--- config.mk ---
export PLATFORM = sky130hd
export DESIGN_NAME = gpp_port
export DESIGN_NICKNAME = d
export VERILOG_FILES = /design/src/core/gpp_pkg.sv /design/src/core/gpp_port.sv
export SDC_FILE = /design/constraint.sdc
export NUM_CORES = 1
export LEC_CHECK = 0
export BUFFER_PORTS_ARGS = -buffer_cell sky130_fd_sc_hd__clkbuf_2
export CORE_AREA = 2 2 80 112
export DETAILED_ROUTE_END_ITERATION = 16
export DIE_AREA = 0 0 82 114
export PLACE_DENSITY_LB_ADDON = 0.05
export SLEW_MARGIN = 20
export SYNTH_ARGS = -nofsm -noshare
export SYNTH_HDL_FRONTEND = slang
export SYNTH_SLANG_ARGS = --single-unit
--- constraint.sdc ---
create_clock -name sys_clk_i -period 1.96 [get_ports sys_clk_i]
set_input_delay 0.49 -clock sys_clk_i [delete_from_list [all_inputs] [get_ports sys_clk_i]]
set_output_delay 0.49 -clock sys_clk_i [all_outputs]
set_load 0.01 [all_outputs]
--- src/core/gpp_pkg.sv ---
// Package for the general-purpose pin port: offsets, reset values, bus carrier.
package gpp_pkg;
   localparam int unsigned NUM_PINS = 8;
   localparam logic [7:0] DIR_OFFSET = 8'hB4;
   localparam logic [7:0] DATA_OFFSET = 8'hB6;
   localparam logic [7:0] DIAG_OFFSET = 8'hC0;
   localparam logic [7:0] DIR_RESET = 8'h00;
   localparam logic [7:0] OUT_RESET = 8'h00;
   localparam logic [31:0] DIAG_RESET = 32'h0000_0000;
   localparam logic [7:0] UPPER_ZERO = 8'h00;
   localparam logic [7:0] OE_N_RESET = 8'hFF;
   localparam logic [31:0] RDATA_RESET = 32'h0000_0000;
   // Pins that carry a secondary function
   localparam int unsigned PIN_CLOCK_RUN = 0;
   localparam int unsigned PIN_POWER_OVERRIDE = 1;
   localparam int unsigned PIN_SERIAL_CLOCK = 4;
   localparam int unsigned PIN_SERIAL_DATA = 5;

   // Configuration-space access, one dword per cycle
   typedef struct packed {
      logic wr;
      logic rd;
      logic [7:0] addr;
      logic [3:0] be;
      logic [31:0] wdata;
   } gpp_cfg_req_t;

   // Per-pin secondary-function selects and their pin drive
   typedef struct packed {
      logic [7:0] sel;
      logic [7:0] out;
      logic [7:0] oe_n;
   } gpp_alt_t;
endpackage : gpp_pkg

--- src/core/gpp_port.sv ---
// General-purpose pin port with direction, data and diagnostic configuration registers.
//
// Contract
// - One direction bit per pin; 0 input at reset, 1 output.
// - Secondary function owns its pin regardless of the direction bit.
// - Pins 0, 1, 4, 5 share clock run, power override, serial clock, data.
// - Upper byte of direction and data registers reads zero, ignores writes.
// - Input pin data bit reads the pin level sampled one edge before the read.
// - Output pin data write changes the driven level.
// - Data writes to input or secondary-function pins are discarded.
// - After reset data low byte shows sampled pins, upper byte zero.
// - Serial-bus enable turns pins 4 and 5 into serial clock and data.
module gpp_port (
   input wire logic sys_clk_i,                 // Configuration clock
   input wire logic rst_n_i,                   // Fundamental reset, sync, active low
   input wire gpp_pkg::gpp_cfg_req_t cfg_req_i, // Configuration access
   output logic [31:0] cfg_rdata_o,             // Read data, valid cycle after rd
   output logic cfg_rvalid_o,                   // Read data valid pulse
   input wire logic clock_run_en_i,             // Pin 0 taken by clock run
   input wire logic power_override_en_i,        // Pin 1 taken by power override
   input wire logic serial_memory_found_i,      // Serial-bus enable, pins 4 and 5
   input wire logic [7:0] alt_out_i,            // Secondary-function output levels
   input wire logic [7:0] alt_oe_n_i,           // Secondary-function enables, low drives
   input wire logic [7:0] pin_i,                // Pin levels
   output logic [7:0] pin_o,                    // Pin drive levels
   output logic [7:0] pin_oe_n_o,               // Pin drive enables, low drives
   output logic [31:0] diag_o                   // Diagnostic register contents
);
   // Register state; each group has one next-value process and one register process, except pin drive, which has one next-value process per pin
   logic [7:0] dir_q;
   logic [7:0] dir_d;
   logic [7:0] out_q;
   logic [7:0] out_d;
   logic [31:0] diag_q;
   logic [31:0] diag_d;
   logic [7:0] pin_val_q;
   logic [7:0] pin_val_d;
   logic [31:0] rdata_q;
   logic [31:0] rdata_d;
   logic rvalid_q;
   logic rvalid_d;
   logic [7:0] pin_q;
   logic [7:0] pin_d;
   logic [7:0] oe_n_q;
   logic [7:0] oe_n_d;

   // Decode and takeover helpers
   gpp_pkg::gpp_alt_t alt;
   logic [7:0] gp_out;
   logic [7:0] data_rd;
   logic dir_hit;
   logic data_hit;
   logic diag_hit;
   logic dir_wr;
   logic data_wr;
   logic diag_wr;
   logic pair_rd;
   logic diag_rd;

   always_comb begin
      alt.sel = 8'h00;
      alt.sel[gpp_pkg::PIN_CLOCK_RUN] = clock_run_en_i;
      alt.sel[gpp_pkg::PIN_POWER_OVERRIDE] = power_override_en_i;
      alt.sel[gpp_pkg::PIN_SERIAL_CLOCK] = serial_memory_found_i;
      alt.sel[gpp_pkg::PIN_SERIAL_DATA] = serial_memory_found_i;
      alt.out = alt_out_i;
      alt.oe_n = alt_oe_n_i;
   end

   // Only general-purpose outputs take data writes
   // A write to an input or taken pin leaves its bit as it was
   assign gp_out = dir_q & ~alt.sel;

   // Direction and data share one dword; data sits in bytes 2 and 3
   // Low two address bits are ignored; reads return the whole dword, writes follow the byte enables
   assign dir_hit = cfg_req_i.addr[7:2] == gpp_pkg::DIR_OFFSET[7:2];
   assign data_hit = cfg_req_i.addr[7:2] == gpp_pkg::DATA_OFFSET[7:2];
   assign diag_hit = cfg_req_i.addr[7:2] == gpp_pkg::DIAG_OFFSET[7:2];

   // Lanes 1 and 3 have no storage, so writes there fall away
   // Either offset of the pair reads back the whole dword
   assign dir_wr = cfg_req_i.wr && dir_hit && cfg_req_i.be[0];
   assign data_wr = cfg_req_i.wr && data_hit && cfg_req_i.be[2];
   assign diag_wr = cfg_req_i.wr && diag_hit;
   assign pair_rd = cfg_req_i.rd && (dir_hit || data_hit);
   assign diag_rd = cfg_req_i.rd && diag_hit;

   always_comb begin
      dir_d = dir_q;
      if (dir_wr) begin
         dir_d = cfg_req_i.wdata[7:0];
      end
   end

   always_ff @(posedge sys_clk_i) begin
      if (!rst_n_i) begin
         dir_q <= gpp_pkg::DIR_RESET;
      end else begin
         dir_q <= dir_d;
      end
   end

   always_comb begin
      out_d = out_q;
      if (data_wr) begin
         out_d = (cfg_req_i.wdata[23:16] & gp_out) | (out_q & ~gp_out);
      end
   end

   always_ff @(posedge sys_clk_i) begin
      if (!rst_n_i) begin
         out_q <= gpp_pkg::OUT_RESET;
      end else begin
         out_q <= out_d;
      end
   end

   // Pin levels are taken every edge; a read shows the level one edge old
   always_comb begin
      pin_val_d = pin_i;
   end

   // Sampled through reset too, so the first read shows real pins
   always_ff @(posedge sys_clk_i) begin
      pin_val_q <= pin_val_d;
   end

   // Diagnostic bits are stored as written; their meaning lives elsewhere in the bridge
   always_comb begin
      diag_d = diag_q;
      if (diag_wr) begin
         for (int b = 0; b < 4; b++) begin
            if (cfg_req_i.be[b]) begin
               diag_d[b*8 +: 8] = cfg_req_i.wdata[b*8 +: 8];
            end
         end
      end
   end

   always_ff @(posedge sys_clk_i) begin
      if (!rst_n_i) begin
         diag_q <= gpp_pkg::DIAG_RESET;
      end else begin
         diag_q <= diag_d;
      end
   end

   // Inputs show pin level, outputs show held value
   assign data_rd = (pin_val_q & ~dir_q) | (out_q & dir_q);

   // Unmapped reads return zero; read data stands for one cycle only
   always_comb begin
      rdata_d = gpp_pkg::RDATA_RESET;
      if (pair_rd) begin
         rdata_d = {gpp_pkg::UPPER_ZERO, data_rd, gpp_pkg::UPPER_ZERO, dir_q};
      end else if (diag_rd) begin
         rdata_d = diag_q;
      end
   end

   always_ff @(posedge sys_clk_i) begin
      if (!rst_n_i) begin
         rdata_q <= gpp_pkg::RDATA_RESET;
      end else begin
         rdata_q <= rdata_d;
      end
   end

   // Every read is answered one edge later, mapped or not
   always_comb begin
      rvalid_d = cfg_req_i.rd;
   end

   always_ff @(posedge sys_clk_i) begin
      if (!rst_n_i) begin
         rvalid_q <= 1'h0;
      end else begin
         rvalid_q <= rvalid_d;
      end
   end

   // Pin drive per pin, from next values so pins move with the register
   generate
      for (genvar p = 0; p < gpp_pkg::NUM_PINS; p++) begin : g_pin
         always_comb begin
            if (alt.sel[p]) begin
               pin_d[p] = alt.out[p];
               oe_n_d[p] = alt.oe_n[p];
            end else begin
               pin_d[p] = out_d[p];
               oe_n_d[p] = ~dir_d[p];
            end
         end
      end
   endgenerate

   // Drivers stay off through reset; taken pins drive from the first edge after release
   // Registered pins cost a cycle of latency but keep the pads free of decode glitches
   always_ff @(posedge sys_clk_i) begin
      if (!rst_n_i) begin
         pin_q <= gpp_pkg::OUT_RESET;
         oe_n_q <= gpp_pkg::OE_N_RESET;
      end else begin
         pin_q <= pin_d;
         oe_n_q <= oe_n_d;
      end
   end

   assign cfg_rdata_o = rdata_q;
   assign cfg_rvalid_o = rvalid_q;
   assign pin_o = pin_q;
   assign pin_oe_n_o = oe_n_q;
   assign diag_o = diag_q;
endmodule // gpp_port

* Word-level counts from Yosys, hierarchy flattened
Index checks and enable logic that the tools add are counted.
** Storage, ports and cells
- Output and inout bits :: 81
- ROM bits :: 0
- Memories kept :: 0
- Latch bits :: 0
- RAM bits :: 0
- Flip-flop bits (word level) :: 105
** Operators by class
- Reduce and logical (&&, ||, !) cells :: 11
- Shift-type cells :: 0
- $lt $le $gt $ge :: 0
- Multipliers :: 0
- Add/sub/neg operators :: 0
- Div/mod/pow operators :: 0
- Muxes and demuxes :: 12
- Bitwise operators :: 20
- Equality and inequality tests :: 2
** Operators by type and width (count)
- 24-bit two-way mux :: 2
- 8-bit AND :: 5
- 8-bit two-way mux :: 2
- 8-bit inverter :: 2
- 8-bit OR :: 2
- 6-bit equality test, second input constant :: 2
- 1-bit inverter :: 10
- 1-bit two-way mux :: 8
- 6-bit inverter with 8-bit output :: 1
- 2-bit AND reduction :: 4
- 1-bit logical AND :: 6
- 3-bit OR reduction :: 1

* Depth between registers and ports, before layout
Gate-level depths: netlist of the first run.
- Depth after elaboration :: 7
- Mapped depth :: 6
- Gate-level depth less buffers :: 3

* Least setup slack after synthesis of the first run
Ideal clock, no wire load.
- Path type :: input to register
- Start point :: input port cfg_req_i[38] in the netlist's numbering
- End point :: register diag_q[0], in the netlist diag_o[0]
- Stages :: 4
- Arrival time :: 1.778 ns
- Library setup time :: 0.072 ns
- Path slack :: 0.111 ns
- Cell sequence :: or4b_1 buf_4 nor3_4 mux2i_1
** On the way
- Longest elaborated chain between the ends :: 3
** RTL lines
- start, declared :: RTL line gpp_port.sv:16 : input wire gpp_pkg::gpp_cfg_req_t cfg_req_i,
- 6-bit equality test :: RTL line gpp_port.sv:78 : assign diag_hit = cfg_req_i.addr[7:2] == gpp_pkg::DIAG_OFFSET[7:2];
- 1-bit logical AND :: RTL line gpp_port.sv:84 : assign diag_wr = cfg_req_i.wr && diag_hit;
- 2-bit AND reduction (no source line)
- end signal, assigned :: RTL line gpp_port.sv:142 : diag_q <= gpp_pkg::DIAG_RESET;
- end signal, assigned :: RTL line gpp_port.sv:144 : diag_q <= diag_d;
- end, declared :: RTL line gpp_port.sv:34 : logic [31:0] diag_q;
No other way between the ends.
A chain may end at the register's enable or synchronous reset.

* Worst setup path in the final report of the first run
- Start point :: input port cfg_req_i[38] in the netlist's numbering
- End point :: register diag_q[22], in the netlist diag_o[22]
The elaborated chain is that of the path after synthesis.

==> results of run 1 <==
[Yosys cell counts (all sizes together), types with 5 or more instances]
cell type	n
dfxtp	101
nand3	56
nand2	51
clkbuf	26
a21boi	24
mux2i	24
o21ai	24
a21oi	16
and2	16
buf	8
mux2	8
nor3	7
and4b	5
nand2b	5
nand4b	5
[report_power, final]
group | switching (mW) | leakage, nW | internal (mW) | total [mW]
registers | 0.00625 | 0.818 | 2.07 | 2.08
clock network | 0.769 | 0.136 | 0.899 | 1.67
logic | 0.144 | 1.23 | 0.109 | 0.254
total | 0.919 | 2.18 | 3.08 | 4.00
[cell families after synthesis]
family / count (synthesis) / share of synthesized area, %
multiplexers: 32 / 8.43
AO/OA/AOI/OAI: 80 / 12.9
buffers and inverters: 38 / 4.12
flip-flops: 101 / 51.6
AND/OR/NAND/NOR: 164 / 23.0
[final timing paths]
path,from,endpoint,depth (start not counted)
worst min-delay path,pin_i[3],pin_val_q[3]$_DFF_P_,1
worst min register to register,diag_o[14]$_SDFFE_PN0P_,cfg_rdata_o[14]$_SDFF_PP0_,1
worst max register to register,flop,cfg_rdata_o[21]$_SDFF_PN0_,3
worst max-delay path,cfg_req_i[38],diag_o[22]$_SDFFE_PN0P_,6
[cell usage in the layout (no fill, tap or decap), drive strengths merged]
cell type	instances
and3	4
inv	5
buf	19
o211ai	4
dfxtp	101
clkinv	3
and4	4
a21boi	24
nor2b	1
nand3	56
o21ai	24
nand2	51
o21a	4
nor4	4
a31o	4
clkbuf	156
nand2b	5
and4b	5
mux2	8
mux2i	24
clkinvlp	1
nor4b	1
or3	4
nand4b	5
or4b	1
nor3	7
a211oi	4
and2	16
a21oi	16
[area by class of cell]
class | count | area [um2] | area share [%]
clock buffer | 11 | 243 | 4.76
clock inverter | 5 | 35.0 | 0.687
inverter | 4 | 15.0 | 0.295
multi-input combinational | 276 | 1750 | 34.2
sequential | 101 | 2020 | 39.7
tap | 105 | 131 | 2.58
timing repair buffer | 164 | 906 | 17.8
[routing by layer]
| metal | up-vias | global-route usage (%) | routed length [um] |
|---|---|---|---|
| li1 | 1743 | - | - |
| met1 | 1691 | 26.5 | 4050 |
| met2 | 114 | 38.3 | 5200 |
| met3 | 16 | 6.09 | 645 |
| met4 | 0 | 8.33 | 209 |
| met5 | - | 0 | 0 |
[metrics by stage]
stage               utilization (%)  power (mW)  hold slack, ns  instance area (um2)  std cells
CTS                            60.6        4.04           0.234                 5100        666
global route                   60.6        4.15           0.233                 5100        666
finish                         60.6        4.00           0.242                 5100        666
floorplan                         -        2.25           0.448                 3920        415
detailed placement             57.3        2.38           0.464                 4820        650
global placement               57.3        2.37           0.457                 4820        650
==> results_dict.tcl, run 1 <==
set metrics [dict create \
    synth-main-ff-cell "dfxtp_1" \
    initial_core_util_pct 46.6 \
    fin_crit_sh_pct 80.8 \
    post_cts_buffers 0 \
    async_reset_ff_share_pct 0 \
    slew_violations 0 \
    clockRootBuffer "clkbuf_16" \
    path_cells "clkbuf_2 -> or4b_1 -> buf_4 -> nor3_4 -> buf_12 -> mux2i_1" \
    cts.repair.resized 0 \
    reg2reg_slack_ns 0.87 \
    area_growth_syn_to_layout_pct 30.0 \
    critPathMaxFanout 8 \
    p_leak_nw 2.18 \
    clkTransAtPathRegs_ns 0.07 \
    dp_hpwl_mm 7.29 \
    rows 40 \
    fin_skew_ns 0.00395 \
    ys_warn_count 0 \
    p_per_area_nw_per_um2 784 \
    fillCellCount 783 \
    drtIter0Drc 152 \
    drc_errors 0 \
    core_um2 8410 \
    wl_per_cell_um 15.2 \
    critPathMaxStageDelay_ns 0.52 \
    grt_pass1_vias 3406 \
    synth.distinct_cells 29 \
    cp.arrival_ns 1.85 \
    die_h_um 114 \
    cp_num_buf_inv 3 \
    synth_top_area_share_pct 51.6 \
    avgSynthCellArea_um2 9.45 \
    synth-edff-count 0 \
    slew_headroom_pct 74.6 \
    layout-drive-gt1-share_pct 34.9 \
    clock_latency_ns 0.34 \
    cts_sinks 101 \
    path_class "primary input to flop" \
    fin_ws_ns 0.377 \
    grt_usage_pct 22.5 \
    hold_viol_final 0 \
    overflow 0 \
    fmax_mhz 632 \
    synth_nets 490 \
    pre_cts_ws_ns 0.00976 \
    synthesis.area_um2 3920 \
    drv_cap 0 \
    rsz0062_at_grt "no" \
    yosysSeqAreaShare_pct 51.6 \
    setup_tns_ns 0 \
    cp_slowest_cell "or4b_1" \
    vias_per_cell 5.35 \
    numCtsBuffers 9 \
    setup.worst_path.end_class "flop" \
    worstPathRequired_ns 2.23 \
    dieArea_um2 9350 \
    setup_violations 0 \
    cts_tree "yes" \
    yosys-top-cells-area "dfxtp_1 52%, nand3_1 7.1%, mux2i_1 6.1%" \
    finalCriticalPeriod_ns 1.58 \
    drt_pre_antenna_iters 4 \
    grt_pass1_wl_mm 16.1 \
    place_congestion 0.788 \
    diodes 0 \
    die_x_um 82 \
    synth-seq-cells 101 \
    cts.hold.buffers_added 0 \
    tightest_slew_ns 0.379 \
    htreeDepth 3 \
    status "completed" \
    routed_wl_mm 10.1 \
    num_vias 3564 \
    clk_path_buf_depth 2 \
    crit_path_start_kind "primary input" \
    antenna_found_initial 0 \
    ant_nets 0 \
    nNetsFinal 631 \
    yosysTopAreaCell "dfxtp_1" \
    grt_max_degree 41 \
    min_path_type "primary input to flop" \
    portBuffers 145 \
    synthCells 415 \
    io_pins 156 \
    crit_family "simple AND/OR/NAND/NOR gates" \
    peakVddDrop_mv 0.707 \
]
Power figures use the tool's default switching activity.
==> run 2: changes to the inputs <==
- CORE_AREA: 2 2 80 112 -> 2 2 84 118
- DIE_AREA: 0 0 82 114 -> 0 0 86 120
- clock period: 1.96 -> 1.3 ns (I/O delays scaled with it)
==> results_dict.tcl, run 2 (same netlist as run 1, synthesis figures left out) <==
set metrics [dict create \
    setup.worst_path.end_class "flop" \
    p_per_area_nw_per_um2 1150 \
    slew_violations 0 \
    grt_max_degree 47 \
    initial_core_util_pct 42.1 \
    worstPathRequired_ns 1.56 \
    dieArea_um2 10300 \
    drtIter0Drc 132 \
    reg2reg_slack_ns 0.22 \
    final_common_cell "clkbuf_2" \
    layout-drive-gt1-share_pct 36.5 \
    routed_wl_mm 10.4 \
    fin_skew_ns 0.00534 \
    r2r_end "cfg_rdata_o[21]$_SDFF_PN0_" \
    die_x_um 86 \
    drt_pre_antenna_iters 4 \
    area_growth_syn_to_layout_pct 35.4 \
    io_pins 156 \
    clock_latency_ns 0.34 \
    fmax_mhz 755 \
    rsz0062_at_grt "yes" \
    hold_viol_final 0 \
    fin_ws_ns -0.0240 \
    vias_per_cell 5.18 \
    nNetsFinal 644 \
    crit_path_start "cfg_req_i[38]" \
    rr_worst_depth 3 \
    grt_pass1_wl_mm 16.7 \
    setup_tns_ns -0.0665 \
    ant_nets 0 \
    grt_pass1_vias 3459 \
    clockRootBuffer "clkbuf_16" \
    violations "negative setup slack" \
    crit_family "simple AND/OR/NAND/NOR gates" \
    num_vias 3539 \
    drc_errors 0 \
    cts_tree "yes" \
    diodes 0 \
    antenna_found_initial 0 \
    use_met1_pct 24.3 \
    place_congestion 0.793 \
    fin_area_um2 5310 \
    final-seq-area_um2 2020 \
    dpl-instance-area_um2 5010 \
    multi_input_area_um2 1760 \
    tightest_slew_ns 0.330 \
    path_depth 5 \
    setup_violations 5 \
    drv_cap 0 \
    final_cell_mix "144 x clkbuf_2, 101 x dfxtp_1, 56 x nand3_1, 51 x nand2_1" \
    final_util_pct 57.1 \
    fillCellCount 887 \
    crit_path_start_kind "primary input" \
    min_path_type "primary input to flop" \
    slew_headroom_pct 78.0 \
    die_h_um 120 \
    grtUsageMet3_pct 4.06 \
    critPathCapture "diag_o[7]$_SDFFE_PN0P_" \
    path_cells "buf_6 -> or4b_4 -> nor3_4 -> buf_12 -> mux2i_1" \
    critPathMaxFanout 8 \
    numCtsBuffers 9 \
    status "complete, but fails checks" \
    rows 42 \
    overflow 0 \
    core_um2 9300 \
    cp_slowest_cell "or4b_4" \
    cts.hold.buffers_added 0 \
    finalCriticalPeriod_ns 1.32 \
    path_class "primary input to flop" \
    grt_busiest_layer "met2" \
    hold_ws_ns 0.0807 \
    peakVddDrop_mv 0.653 \
    portBuffers 145 \
    grt_usage_pct 20.6 \
    cp_num_buf_inv 2 \
    clk_path_buf_depth 2 \
    cp.arrival_ns 1.58 \
    fin_crit_sh_pct 102 \
    p_leak_nw 2.29 \
    critPathMaxStageDelay_ns 0.61 \
    wl_per_cell_um 15.2 \
    clkTransAtPathRegs_ns 0.07 \
    htreeDepth 3 \
    dp_hpwl_mm 7.49 \
    use_met2_pct 36.9 \
    cts_sinks 101 \
]
[run 2: changes by cell type in the layout (fill, tap and decap cells not counted), moves of 2 or more]
cell      previous run  this run
buf_12               3         9
o21ai_0             24        20
clkbuf_8             1         3
o21ai_1              0         4
buf_6                0         2
clkinv_2             2         0
buf_4               16        22
[run 2: final cells by class]
cell class                 instances  area share [%]
sequential                       101            38.1
tap                              110            2.59
multi-input combinational        276            33.1
clock inverter                     2           0.330
clock buffer                      13            5.09
timing repair buffer             177            20.5
inverter                           4           0.283
[run 2: worst min path at each step]
stage / start / end / slack (ns) / depth (start not counted)
after detailed placement: pin_i[7] / pin_val_q[7]$_DFF_P_ / 0.43 / 1
final: pin_i[7] / pin_val_q[7]$_DFF_P_ / 0.08 / 1
after global routing: pin_i[2] / pin_val_q[2]$_DFF_P_ / 0.07 / 1
after global placement: pin_i[2] / pin_val_q[2]$_DFF_P_ / 0.43 / 1
after CTS: pin_i[7] / pin_val_q[7]$_DFF_P_ / 0.07 / 1
after floorplan: pin_i[0] / pin_val_q[0]$_DFF_P_ / 0.35 / 0
[run 2: routing by layer]
layer / share of wire (%) / routed length [um]
met1: 42 / 4410
met2: 51 / 5280
met4: 1.2 / 124
met3: 5.5 / 575
met5: 0 / 0
[run 2: metrics by stage]
stage | cells | power, mW | worst slack (ns)
floorplan | 415 | 3.39 | -0.315
global placement | 668 | 3.63 | -0.330
detailed placement | 668 | 3.64 | -0.390
global route | 683 | 6.36 | -0.0756
finish | 683 | 6.12 | -0.0240
CTS | 683 | 6.21 | -0.0274
[run 2: timing repair]
| item | 4_1_cts | 5_1_grt |
|---|---|---|
| gates cloned | 0 | 0 |
| gates resized for setup | 0 | 6 |
| setup buffers | 0 | 0 |
| endpoints found under the setup margin | 5 | 30 |
[run 2: report_power, final]
group / internal [mW] / switching [mW] / leakage, nW / total [mW]
sequential: 3.12 / 0.00989 / 0.818 / 3.13
clock: 1.45 / 1.11 / 0.142 / 2.56
combinational: 0.205 / 0.229 / 1.33 / 0.434
==> run 3: changes to the inputs <==
--- a/config.mk
+++ b/config.mk
@@ -12,2 +12,3 @@
 export PLACE_DENSITY_LB_ADDON = 0.05
+export SKIP_LAST_GASP = 1
 export SLEW_MARGIN = 20
--- a/constraint.sdc
+++ b/constraint.sdc
@@ -3,2 +3,2 @@
 set_output_delay 0.325 -clock sys_clk_i [all_outputs]
-set_load 0.01 [all_outputs]
+set_load 0.1 [all_outputs]
==> results_dict.tcl, run 3 (same netlist as run 1, synthesis figures left out) <==
set metrics [dict create \
    peakVddDrop_mv 0.721 \
    place_congestion 0.786 \
    crit_path_start_kind "primary input" \
    fin_crit_sh_pct 100 \
    fin_cells 683 \
    cp.arrival_ns 1.57 \
    htreeDepth 3 \
    placed_cells 668 \
    grt_max_degree 47 \
    grt_pass1_wl_mm 17.7 \
    fillCellCount 672 \
    clk_path_buf_depth 2 \
    final_common_cell "buf_12" \
    clkTransAtPathRegs_ns 0.07 \
    core_um2 9300 \
    worstPathRequired_ns 1.57 \
    hold_ws_ns 0.0766 \
    violations "negative setup slack" \
    ant_nets 0 \
    multi_input_area_um2 1760 \
    clock_latency_ns 0.34 \
    io_pins 156 \
    cts_sinks 101 \
    initial_core_util_pct 42.1 \
    grt_usage_pct 22.1 \
    layout-drive-gt1-share_pct 40.3 \
    slew_violations 0 \
    routed_wl_mm 11.1 \
    pre_cts_ws_ns -0.354 \
    hold_viol_final 0 \
    critPathMaxFanout 8 \
    drtIter0Drc 211 \
    drt_pre_antenna_iters 4 \
    clockRootBuffer "clkbuf_16" \
    area_growth_syn_to_layout_pct 68.8 \
    drc_errors 0 \
    fin_skew_ns 0.00677 \
    setup.worst_path.end_class "flop" \
    final-seq-area_um2 2050 \
    p_leak_nw 2.64 \
    dp_hpwl_mm 7.93 \
    grt_busiest_layer "met2" \
    fmax_mhz 769 \
    min_path_type "primary input to flop" \
    portBuffers 145 \
    path_class "primary input to flop" \
    antenna_found_initial 0 \
    fin_ws_ns -0.00109 \
    tightest_slew_ns 0.314 \
    setup_violations 1 \
    vias_per_cell 5.30 \
    cts_tree "yes" \
    nNetsFinal 644 \
    status "complete, but fails checks" \
    diodes 0 \
    grtUsageMet3_pct 6.53 \
    slew_headroom_pct 79.0 \
    drv_cap 0 \
    rows 42 \
    wl_per_cell_um 16.2 \
    die_h_um 120 \
    final_cell_mix "89 x buf_12, 79 x dfxtp_1, 63 x clkbuf_2, 56 x nand3_1, 51 x nand2_1" \
    numCtsBuffers 9 \
    dieArea_um2 10300 \
    finalCriticalPeriod_ns 1.30 \
    die_x_um 86 \
    num_vias 3617 \
    grt_pass1_vias 3558 \
    overflow 0 \
    p_total_mw 6.98 \
    use_met1_pct 25.4 \
    p_per_area_nw_per_um2 1050 \
    use_met2_pct 37.6 \
    rsz0062_at_grt "yes" \
]
## run 3: changes by cell type in the layout (fill, tap and decap cells not counted), sizes merged
cell and delta:
bufinv +4, clkbuf -83, clkinv -2, buf +81
## run 3: worst paths after layout
path	start	depth (start not counted)	end	slack, ns
max	cfg_req_i[40]	5	diag_o[23]$_SDFFE_PN0P_	-0.001
min	pin_i[6]	1	pin_val_q[6]$_DFF_P_	0.08
max reg2reg	flop	3	cfg_rdata_o[20]$_SDFF_PN0_	0.23
min reg2reg	diag_o[6]$_SDFFE_PN0P_	2	diag_o[6]$_SDFFE_PN0P_	0.49
## run 3: metrics by stage
step	util, %	setup TNS [ns]	cell area, um2
3_3_place_gp	66.9	-18.65	6220
5_1_grt	71.1	-0.424	6620
3_5_place_dp	66.9	-20.30	6220
6_report	71.1	-0.00109	6620
2_1_floorplan	-	-11.64	3950
4_1_cts	70.9	-0.0112	6590
## run 3: per-layer routing
metal | routed length (um) | vias up
met5 | 0 | -
met4 | 286 | 0
met3 | 735 | 22
met2 | 5810 | 138
met1 | 4260 | 1695
li1 | - | 1762
## run 3: critical path, stage by stage
cell	delay (ns)
buf_6	0.09
or4b_4	0.60
nor3_4	0.19
buf_12	0.17
mux2i_1	0.18
## run 3: final cells by class
class                   instances  share of cell area, %
repair buffers                177                   34.7
clock buffers                  11                   3.67
well taps                     110                   2.08
clock inverters                 4                   1.82
inverters                       4                  0.227
multi-input cells             276                   26.6
flip-flops and latches        101                   31.0
## run 3: timing repair
action | in CTS | in global routing
pin swaps | 1 | 0
hold buffers | 0 | 0
gates resized for setup | 2 | 17
setup buffers | 0 | 0
setup endpoints to repair | 5 | 35
## run 3: power by group
group | total (mW) | leakage [nW] | internal (mW) | switching (mW)
registers | 3.14 | 0.830 | 3.12 | 0.0178
logic | 0.591 | 1.63 | 0.253 | 0.339
clock network | 3.25 | 0.176 | 2.12 | 1.13
total | 6.98 | 2.64 | 5.49 | 1.48
